**src/nod_consts.svh**
```systemverilog
`ifndef NOD_CONSTS_SVH
`define NOD_CONSTS_SVH

// --------------------------------------------------------------------------
// device register indices on the link
// --------------------------------------------------------------------------
`define NOD_IDX_CTRL 4'h0
`define NOD_IDX_CLK 4'h1
`define NOD_IDX_ACCL 4'h2
`define NOD_IDX_ACCH 4'h3
`define NOD_IDX_ACCU 4'h4
`define NOD_IDX_INCL 4'h5
`define NOD_IDX_INCH 4'h6
`define NOD_IDX_INCU 4'h7
`define NOD_IDX_FLAG 4'h8

// --------------------------------------------------------------------------
// field positions
// --------------------------------------------------------------------------
`define NOD_CTRL_EN 7
`define NOD_CTRL_OUT 5
`define NOD_CTRL_POL 4
`define NOD_CTRL_PFM 0
`define NOD_CLK_PWS_HI 7
`define NOD_CLK_PWS_LO 5
`define NOD_CLK_CKS_HI 3
`define NOD_CLK_CKS_LO 0
`define NOD_FLAG_BIT 0

// --------------------------------------------------------------------------
// source codes and pulse width
// --------------------------------------------------------------------------
`define NOD_CKS_FIRST 4'h3
`define NOD_CKS_LAST 4'hA
`define NOD_PW_MAX_CNT 8'h7F
`define NOD_PWS_MAX 3'h7

// --------------------------------------------------------------------------
// reset values
// --------------------------------------------------------------------------
`define NOD_RST_BYTE 8'h00
`define NOD_RST_WORD 20'h00000

// --------------------------------------------------------------------------
// controller apb map
// --------------------------------------------------------------------------
`define NOD_APB_ADDR 12'h000
`define NOD_APB_WDATA 12'h004
`define NOD_APB_CMD 12'h008
`define NOD_APB_STATUS 12'h00C
`define NOD_APB_RDATA 12'h010
`define NOD_APB_IRQEN 12'h014
`define NOD_CMD_WR 0
`define NOD_CMD_RD 1
`define NOD_ST_BUSY 0
`define NOD_ST_FLAG 1
`define NOD_ST_OUT 2
`define NOD_ST_EN 3
`define NOD_IE_OVF 0
`define NOD_IE_GLOBAL 1

`endif

```
**src/nod_pkg.sv**
```systemverilog
`default_nettype none

package nod_pkg;

  typedef enum logic [2:0] {
    NOD_IDLE = 3'h1,
    NOD_STROBE = 3'h2,
    NOD_CAPT = 3'h4
  } nod_host_st_t;

  typedef struct packed {
    logic en;
    logic output_invert;
    logic pulse_mode_select;
    logic [2:0] pws;
    logic [3:0] cks;
    logic [19:0] acc;
    logic [19:0] inc;
    logic [19:0] shadow;
    logic load_pend;
    logic mode_out;
    logic [7:0] pw_cnt;
    logic out;
    logic flag;
    logic [7:0] rdata;
    logic keep_on;
  } nod_dev_state_t;

  typedef struct packed {
    nod_host_st_t st;
    logic [3:0] idx;
    logic [7:0] wdata;
    logic [7:0] rdata;
    logic go_wr;
    logic ie;
    logic gie;
    logic wr;
    logic rd;
    logic pready;
    logic pslverr;
    logic [31:0] prdata;
    logic irq;
    logic periph;
  } nod_host_state_t;

endpackage

`default_nettype wire
```
**src/nod_if.sv**
```systemverilog
`default_nettype none

interface nod_if;
  logic [3:0] idx;
  logic wr;
  logic rd;
  logic [7:0] wdata;
  logic [7:0] rdata;
  logic irq_en;
  logic flag;
  logic en;
  logic out;

  modport dev (
    input idx,
    input wr,
    input rd,
    input wdata,
    input irq_en,
    output rdata,
    output flag,
    output en,
    output out
  );

  modport host (
    output idx,
    output wr,
    output rd,
    output wdata,
    output irq_en,
    input rdata,
    input flag,
    input en,
    input out
  );
endinterface

`default_nettype wire

```
**src/nod_device.sv**
```systemverilog
// Contract
// - polarity bit inverts final output
// - polarity change with irq enabled flags event
// - every carry sets overflow flag
// - software sets enable, irq enable, global
// - flag stays set until software clears
// - reset clears all registers to zero
// - runs from selected source clock only
// - fast oscillator kept on when selected and enabled
// - width code gives 1 to 128 clocks
// - width used only in pulse mode
// - software keeps width below overflow period
// - four-bit source select, high codes reserved
// - accumulator upper nibble top reads zero
// - accumulator bytes change live, not atomic
// - software avoids accumulator writes while running
// - step shadow loads on falling source edge
// - step is upper nibble, high, low
// - final output routed to peripherals
// - fixed duty mode toggles on carry
// - pulse starts at carry, lasts width
// - pulse mode bit selects pulse mode
// - accumulator adds shadow each rising edge
`include "nod_consts.svh"
`default_nettype none

module nod_device #(
  parameter logic [3:0] FAST_OSC_CODE = 4'h2
) (
  input wire logic pclk,
  input wire logic presetn,
  nod_if.dev link,
  input wire logic [7:0] src_clk,
  input wire logic fast_osc_clk,
  output logic fast_osc_keep_on,
  output logic nco_out
);

  // --------------------------------------------------------------------------
  // source clock selection and edge detection
  // --------------------------------------------------------------------------
  nod_pkg::nod_dev_state_t q;
  nod_pkg::nod_dev_state_t d;
  logic [3:0] src_off;
  logic [7:0] pin_rise;
  logic [7:0] pin_fall;
  logic fast_rise;
  logic fast_fall;
  logic src_rise;
  logic src_fall;

  assign src_off = q.cks - `NOD_CKS_FIRST;

  // every pin is synchronised before the select: no raw pin reaches logic,
  // and a change of source cannot show a false edge
  for (genvar g = 0; g < 8; g++) begin : g_src_sync
    nod_edge_sync u_src (
      .pclk(pclk),
      .presetn(presetn),
      .async_in(src_clk[g]),
      .rise(pin_rise[g]),
      .fall(pin_fall[g])
    );
  end

  nod_edge_sync u_fast (
    .pclk(pclk),
    .presetn(presetn),
    .async_in(fast_osc_clk),
    .rise(fast_rise),
    .fall(fast_fall)
  );

  always_comb begin
    src_rise = 1'b0;
    src_fall = 1'b0;
    if (q.cks >= `NOD_CKS_FIRST && q.cks <= `NOD_CKS_LAST) begin
      src_rise = pin_rise[src_off[2:0]];
      src_fall = pin_fall[src_off[2:0]];
    end else if (q.cks == FAST_OSC_CODE) begin
      src_rise = fast_rise;
      src_fall = fast_fall;
    end
  end

  // --------------------------------------------------------------------------
  // next state
  // --------------------------------------------------------------------------
  logic [20:0] sum;
  logic carry;
  logic tick;

  always_comb begin
    d = q;
    tick = q.en & src_rise;
    sum = {1'b0, q.acc} + {1'b0, q.shadow};
    carry = 1'b0;

    // step shadow: follows the step value while disabled
    if (!q.en) begin
      d.shadow = q.inc;
      d.load_pend = 1'b0;
    end else if (q.load_pend && src_fall) begin
      d.shadow = q.inc;
      d.load_pend = 1'b0;
    end

    // accumulate on the selected source's rising edge only
    if (tick) begin
      d.acc = sum[19:0];
      carry = sum[20];
    end

    // output mode stage
    if (carry) begin
      if (q.pulse_mode_select) begin
        d.mode_out = 1'b1;
        d.pw_cnt = `NOD_PW_MAX_CNT >> (`NOD_PWS_MAX - q.pws);
      end else begin
        d.mode_out = ~q.mode_out;
      end
    end else if (tick && q.pulse_mode_select && q.mode_out) begin
      if (q.pw_cnt != 8'h00) begin
        d.pw_cnt = q.pw_cnt - 8'h01;
      end else begin
        d.mode_out = 1'b0;
      end
    end

    // register writes
    if (link.wr) begin
      case (link.idx)
        `NOD_IDX_CTRL: begin
          d.en = link.wdata[`NOD_CTRL_EN];
          d.output_invert = link.wdata[`NOD_CTRL_POL];
          d.pulse_mode_select = link.wdata[`NOD_CTRL_PFM];
        end
        `NOD_IDX_CLK: begin
          d.pws = link.wdata[`NOD_CLK_PWS_HI:`NOD_CLK_PWS_LO];
          d.cks = link.wdata[`NOD_CLK_CKS_HI:`NOD_CLK_CKS_LO];
        end
        `NOD_IDX_ACCL: begin
          d.acc[7:0] = link.wdata;
        end
        `NOD_IDX_ACCH: begin
          d.acc[15:8] = link.wdata;
        end
        `NOD_IDX_ACCU: begin
          d.acc[19:16] = link.wdata[3:0];
        end
        `NOD_IDX_INCL: begin
          d.inc[7:0] = link.wdata;
          d.load_pend = q.en;
        end
        `NOD_IDX_INCH: begin
          d.inc[15:8] = link.wdata;
        end
        `NOD_IDX_INCU: begin
          d.inc[19:16] = link.wdata[3:0];
        end
        `NOD_IDX_FLAG: begin
          if (!link.wdata[`NOD_FLAG_BIT]) begin
            d.flag = 1'b0;
          end
        end
        default: begin
        end
      endcase
    end

    // polarity stage, final output
    d.out = d.mode_out ^ d.output_invert;

    // flag sets after the clear so an event in the clear cycle survives
    if (carry) begin
      d.flag = 1'b1;
    end
    if (link.irq_en && (d.output_invert != q.output_invert) && (d.out != q.out)) begin
      d.flag = 1'b1;
    end

    d.keep_on = d.en && (d.cks == FAST_OSC_CODE);

    // register reads, answered at the next edge
    if (link.rd) begin
      case (link.idx)
        `NOD_IDX_CTRL: d.rdata = {q.en, 1'b0, q.out, q.output_invert, 3'h0, q.pulse_mode_select};
        `NOD_IDX_CLK: d.rdata = {q.pws, 1'b0, q.cks};
        `NOD_IDX_ACCL: d.rdata = q.acc[7:0];
        `NOD_IDX_ACCH: d.rdata = q.acc[15:8];
        `NOD_IDX_ACCU: d.rdata = {4'h0, q.acc[19:16]};
        `NOD_IDX_INCL: d.rdata = q.inc[7:0];
        `NOD_IDX_INCH: d.rdata = q.inc[15:8];
        `NOD_IDX_INCU: d.rdata = {4'h0, q.inc[19:16]};
        `NOD_IDX_FLAG: d.rdata = {7'h00, q.flag};
        default: d.rdata = `NOD_RST_BYTE;
      endcase
    end
  end

  // --------------------------------------------------------------------------
  // state register
  // --------------------------------------------------------------------------
  always_ff @(posedge pclk or negedge presetn) begin
    if (!presetn) begin
      q.en <= 1'b0;
      q.output_invert <= 1'b0;
      q.pulse_mode_select <= 1'b0;
      q.pws <= 3'h0;
      q.cks <= 4'h0;
      q.acc <= `NOD_RST_WORD;
      q.inc <= `NOD_RST_WORD;
      q.shadow <= `NOD_RST_WORD;
      q.load_pend <= 1'b0;
      q.mode_out <= 1'b0;
      q.pw_cnt <= 8'h00;
      q.out <= 1'b0;
      q.flag <= 1'b0;
      q.rdata <= `NOD_RST_BYTE;
      q.keep_on <= 1'b0;
    end else begin
      q <= d;
    end
  end

  // --------------------------------------------------------------------------
  // outputs
  // --------------------------------------------------------------------------
  assign nco_out = q.out;
  assign fast_osc_keep_on = q.keep_on;
  assign link.rdata = q.rdata;
  assign link.flag = q.flag;
  assign link.en = q.en;
  assign link.out = q.out;

endmodule

`default_nettype wire

```
**src/nod_edge_sync.sv**
```systemverilog
`default_nettype none

// two-stage synchroniser plus one stage for edge detection
module nod_edge_sync (
  input wire logic pclk,
  input wire logic presetn,
  input wire logic async_in,
  output logic rise,
  output logic fall
);
  logic [2:0] sh_q;

  always_ff @(posedge pclk or negedge presetn) begin
    if (!presetn) begin
      sh_q <= 3'h0;
    end else begin
      sh_q <= {sh_q[1:0], async_in};
    end
  end

  assign rise = sh_q[1] & ~sh_q[2];
  assign fall = ~sh_q[1] & sh_q[2];
endmodule

`default_nettype wire

```
**src/flat_wrapper.sv**
```systemverilog
// flat-port wrapper written by rule: the top's interface ports become plain ports
module nod_device_flat 
#(
  parameter logic [3:0] FAST_OSC_CODE = 4'h2
)
  (pclk, presetn, src_clk, fast_osc_clk, fast_osc_keep_on, nco_out, link_idx, link_wr, link_rd, link_wdata, link_irq_en, link_rdata, link_flag, link_en, link_out);
  nod_if link_i ();
  input wire logic pclk;
  input wire logic presetn;
  input wire logic [7:0] src_clk;
  input wire logic fast_osc_clk;
  output logic fast_osc_keep_on;
  output logic nco_out;
  input wire logic [$bits(link_i.idx)-1:0] link_idx;
  input wire logic [$bits(link_i.wr)-1:0] link_wr;
  input wire logic [$bits(link_i.rd)-1:0] link_rd;
  input wire logic [$bits(link_i.wdata)-1:0] link_wdata;
  input wire logic [$bits(link_i.irq_en)-1:0] link_irq_en;
  output wire logic [$bits(link_i.rdata)-1:0] link_rdata;
  output wire logic [$bits(link_i.flag)-1:0] link_flag;
  output wire logic [$bits(link_i.en)-1:0] link_en;
  output wire logic [$bits(link_i.out)-1:0] link_out;
  assign link_i.idx = link_idx;
  assign link_i.wr = link_wr;
  assign link_i.rd = link_rd;
  assign link_i.wdata = link_wdata;
  assign link_i.irq_en = link_irq_en;
  assign link_rdata = link_i.rdata;
  assign link_flag = link_i.flag;
  assign link_en = link_i.en;
  assign link_out = link_i.out;
  nod_device #(.FAST_OSC_CODE(FAST_OSC_CODE)) u_core (.pclk(pclk), .presetn(presetn), .link(link_i), .src_clk(src_clk), .fast_osc_clk(fast_osc_clk), .fast_osc_keep_on(fast_osc_keep_on), .nco_out(nco_out));
endmodule
```
**config.mk**
```make
export PLATFORM = sky130hd
export DESIGN_NAME = nod_device_flat
export DESIGN_NICKNAME = d
export VERILOG_FILES = /design/src/nod_pkg.sv /design/src/nod_if.sv /design/src/nod_device.sv /design/src/nod_edge_sync.sv /design/src/flat_wrapper.sv
export VERILOG_INCLUDE_DIRS = /design/src /design/src/src
export SDC_FILE = /design/constraint.sdc
export NUM_CORES = 1
export LEC_CHECK = 0
export BUFFER_PORTS_ARGS = -buffer_cell sky130_fd_sc_hd__buf_4
export CORE_ASPECT_RATIO = 0.9
export CORE_MARGIN = 3
export CORE_UTILIZATION = 30
export CTS_CLUSTER_DIAMETER = 150
export CTS_CLUSTER_SIZE = 28
export DETAILED_ROUTE_END_ITERATION = 10
export SLEW_MARGIN = 20
export SYNTH_ARGS = -nofsm -noshare
export SYNTH_HDL_FRONTEND = slang
export SYNTH_SLANG_ARGS = --single-unit
```
**constraint.sdc**
```tcl
create_clock -name pclk -period 4.64 [get_ports pclk]
set_input_delay 0.464 -clock pclk [delete_from_list [all_inputs] [get_ports pclk]]
set_output_delay 0.464 -clock pclk [all_outputs]
set_load 0.03 [all_outputs]
```
==> impl_results.md <==
* Placement Cell Area at 6780 µm²
* Synth Area in Adders at 0.0511
* Area delta synth->final at 18.8%
* Total power at 4.95 mW
* Clock network fraction of total power at 0.302
* Launch point of the worst path: u_core.q[81]
* Top_reg_cell synth: dfrtp_1
* Total CTS buffers at 17
* DP Cell Count at 873
* Final min period at 3.21 ns
* Aggregate global routing overflow at 0
* Most common library cells after synthesis: dfrtp_1 (118), mux2_2 (47), nand2_1 (47), nor2_1 (47), o21ai_0 (46)
* Vias at 4,714
* Ys async rst share at 1.00
* Setup WS post-layout at 1.43 ns
* Drt via density at 5.20
* DR WL/cell at 17.6 µm
* Power Dens Cells at 665 nW/µm²
* Endpoint type of the worst setup path: flip-flop
* Net Sw Frac at 0.369
* Most common cell in the netlist: dfrtp_1
* Die H at 143 µm
* Fin. max-slew vios at 0
* Number of I/O pins at 39
* Most Used Layer, Global Route: met1
* Setup TNS at 0 ns
* Met2 usage at 0.211
* Clock Latency Late Sink at 0.42 ns
* CTS H-Tree Depth at 4
* Worst Tran Pin Value at 1.07 ns
* Fin crit share at 0.691
* Number of port buffers at 38
* Row count at 49
* Initial core utilization at 0.310
* Clk_skew at 0.0108 ns
* Clock slew at reported path FFs at 0.06 ns
* Layout cell share with drive strength beyond 1 at 0.210
* Simple logic cell fraction of the synthesized area at 0.119
* Post-synth top area cell: dfrtp_1
* YS warnings at 0
* Post-synth net total at 651
* Mux cell area share after synthesis at 0.122
* Die area at 22,700 µm²
* Seq/Total Area, Yosys at 0.471
* Core area at 20,200 µm²
* Endpoints failing setup at 0
* Hold slack at 0.150 ns
* Clock buffer depth at 2
* GP Congestion at 0.913
* First-pass GRT wire length at 25,800 µm
* Nets at 689
* Largest family of logic cells by synthesized area: compound AO/OA/AOI/OAI gates
* Die Wd at 158 µm
* Root Buffer: clkbuf_16
* Synth Area in Compound Gates at 0.171
* Arr. time, crit path at 3.51 ns
* Final wirelength at 16,000 µm
* DRT Pass-1 Iters at 7
* R2R cell count at 10
* Max-cap violations at 0
* Critical Path Fanout Max at 30
* Cells after synthesis at 600
* Hold Crit Class: in2reg
* Overall Global Routing Usage at 0.147
* Fill cell count at 2,022
* #FFs+latches synth at 118
* Final hold viol count at 0
* Synth Area in XOR/XNOR at 0.0265
* R2r startpoint: u_core.q[81]
* Synth area leaders: dfrtp_1 (47%), mux2_2 (8.4%), ha_1 (4.8%), o21ai_0 (3.7%), mux2i_1 (3.0%)
* Synth top area share at 0.471
* CTS tree: built
* Postcts setup bufs at 0
* Final instance area at 7450 µm²
* Worst setup path category: reg2reg
* Post-synth EDFFs at 0
* Met1 Use GR at 0.218
* Terminus of the critical flop-to-flop path: u_core.q[80]
* Synth unique cells at 63
* DRC at 0
* Mapped cell area at 6270 µm²
* Synth Area per Inst at 10.5 µm²
* RSZ-0062 raised after global routing: false
* Final std cells w/o fill at 906
* Largest net degree at the start of global routing at 57
* M3 GR Usage at 0.0448
* R2R setup slack at 1.43 ns
* DP HPWL at 11,300 µm
* Initial DRC count at 337
* Diodes inserted at 0
* F_max at 312 MHz
* Leakage at 3.17 nW
* VDD IR-drop max at 285 µV
* Status: complete, no violations
* Clk sinks at 118
* DP Worst Slack at 1.48 ns
* Sequential power share at 0.313
* Final core occ at 0.368
* Net Switching at 1.83 mW
* Critical Path Sink: u_core.q[80]
* Comb pwr share at 0.385
* Worst Path Required at 4.94 ns
* Int Power at 3.13 mW
* Number of global-route vias before repair at 4,646
* Slew HR at 0.283
* Antenna violations before repair at 0
* Post-route ant nets at 0
* Startpoint Class: flip-flop
[final cells by class]
class / instances / area (µm²) / share of cell area
clock buffers: 17 / 425 / 0.0571
well taps: 255 / 319 / 0.0428
clock inverters: 15 / 238 / 0.0319
flip-flops and latches: 118 / 2950 / 0.396
inverters: 27 / 101 / 0.0136
repair buffers: 45 / 340 / 0.0457
multi-input cells: 429 / 3070 / 0.413
[what timing repair did]
item | CTS | global route
gates resized for setup | 0 | 0
endpoints found under the hold margin | 18 | 0
hold buffers | 1 | 0
[power groups by stage]
stage,combinational [mW],sequential [mW],clock [mW]
after floorplan,1.49,1.48,0
after global placement,1.86,1.56,0
after detailed placement,1.88,1.56,0
after CTS,1.90,1.55,1.52
after global routing,2.13,1.59,1.57
final,1.91,1.55,1.50
[cell families after synthesis]
group | Yosys count
buf+inv | 53
xor+xnor | 19
flops | 118
simple gates | 152
compound gates | 165
fa+ha+maj | 25
mux | 68
[layer usage]
layer,part of all wire,wire length [µm]
met1,0.50,7910
met2,0.42,6770
met3,0.071,1130
met4,0.0095,152
met5,0,0
[worst min-delay path by stage]
stage	to	depth (start not counted)	startpoint
2_1_floorplan	u_core.fast_osc_keep_on	0	presetn
3_5_place_dp	u_core.g_src_sync[0].u_src.sh_q[1]	0	u_core.g_src_sync[0].u_src.sh_q[0]
6_report	u_core.g_src_sync[2].u_src.sh_q[0]	1	src_clk[2]
3_3_place_gp	u_core.g_src_sync[2].u_src.sh_q[1]	0	u_core.g_src_sync[2].u_src.sh_q[0]
4_1_cts	u_core.g_src_sync[2].u_src.sh_q[0]	1	src_clk[2]
5_1_grt	u_core.g_src_sync[2].u_src.sh_q[0]	1	src_clk[2]
[layout by cell type, fill, tap and decap left out, types with 5 or more instances in the layout]
master     synthesis  final
a21oi_1           32     32
mux2_2            47     47
nor2_1            47     47
o22ai_1           12     12
nor2b_1           11     11
a21o_1             5      5
nand2_1           47     47
o21ai_0           46     45
buf_4             10     44
mux2i_1           19     19
o32ai_1            6      6
inv_6              0      7
clkbuf_16          0     17
a22oi_1           10     10
o21bai_1           6      6
a211oi_1           7      7
inv_1             26     26
dfrtp_1          118    118
nand3_1            8      8
bufinv_16          0      5
nor3_1            11     11
o21ai_1            5      5
a31oi_1            6      6
ha_1              24     24
xnor2_1           16     16
[state kept, by name, indices dropped and copies added, names as in the netlist]
register,cells
u_core.link.out,1
u_core.q,79
u_core.u_fast.sh_q,3
u_core.link.rdata,8
u_core.fast_osc_keep_on,1
u_core.link.flag,1
u_core.link.en,1
u_core.g_src_sync.u_src.sh_q,24
[critical path, stage by stage (launching register included)]
cell      delay, ns
dfrtp_1        0.59
inv_1          0.11
ha_1           0.43
nor3b_2        0.19
a31oi_1        0.06
mux4_2         0.51
a21oi_4        0.24
buf_4          0.44
and2_1         0.21
o221ai_1       0.12
o22a_1         0.18
Power figures use the tool's default switching activity.
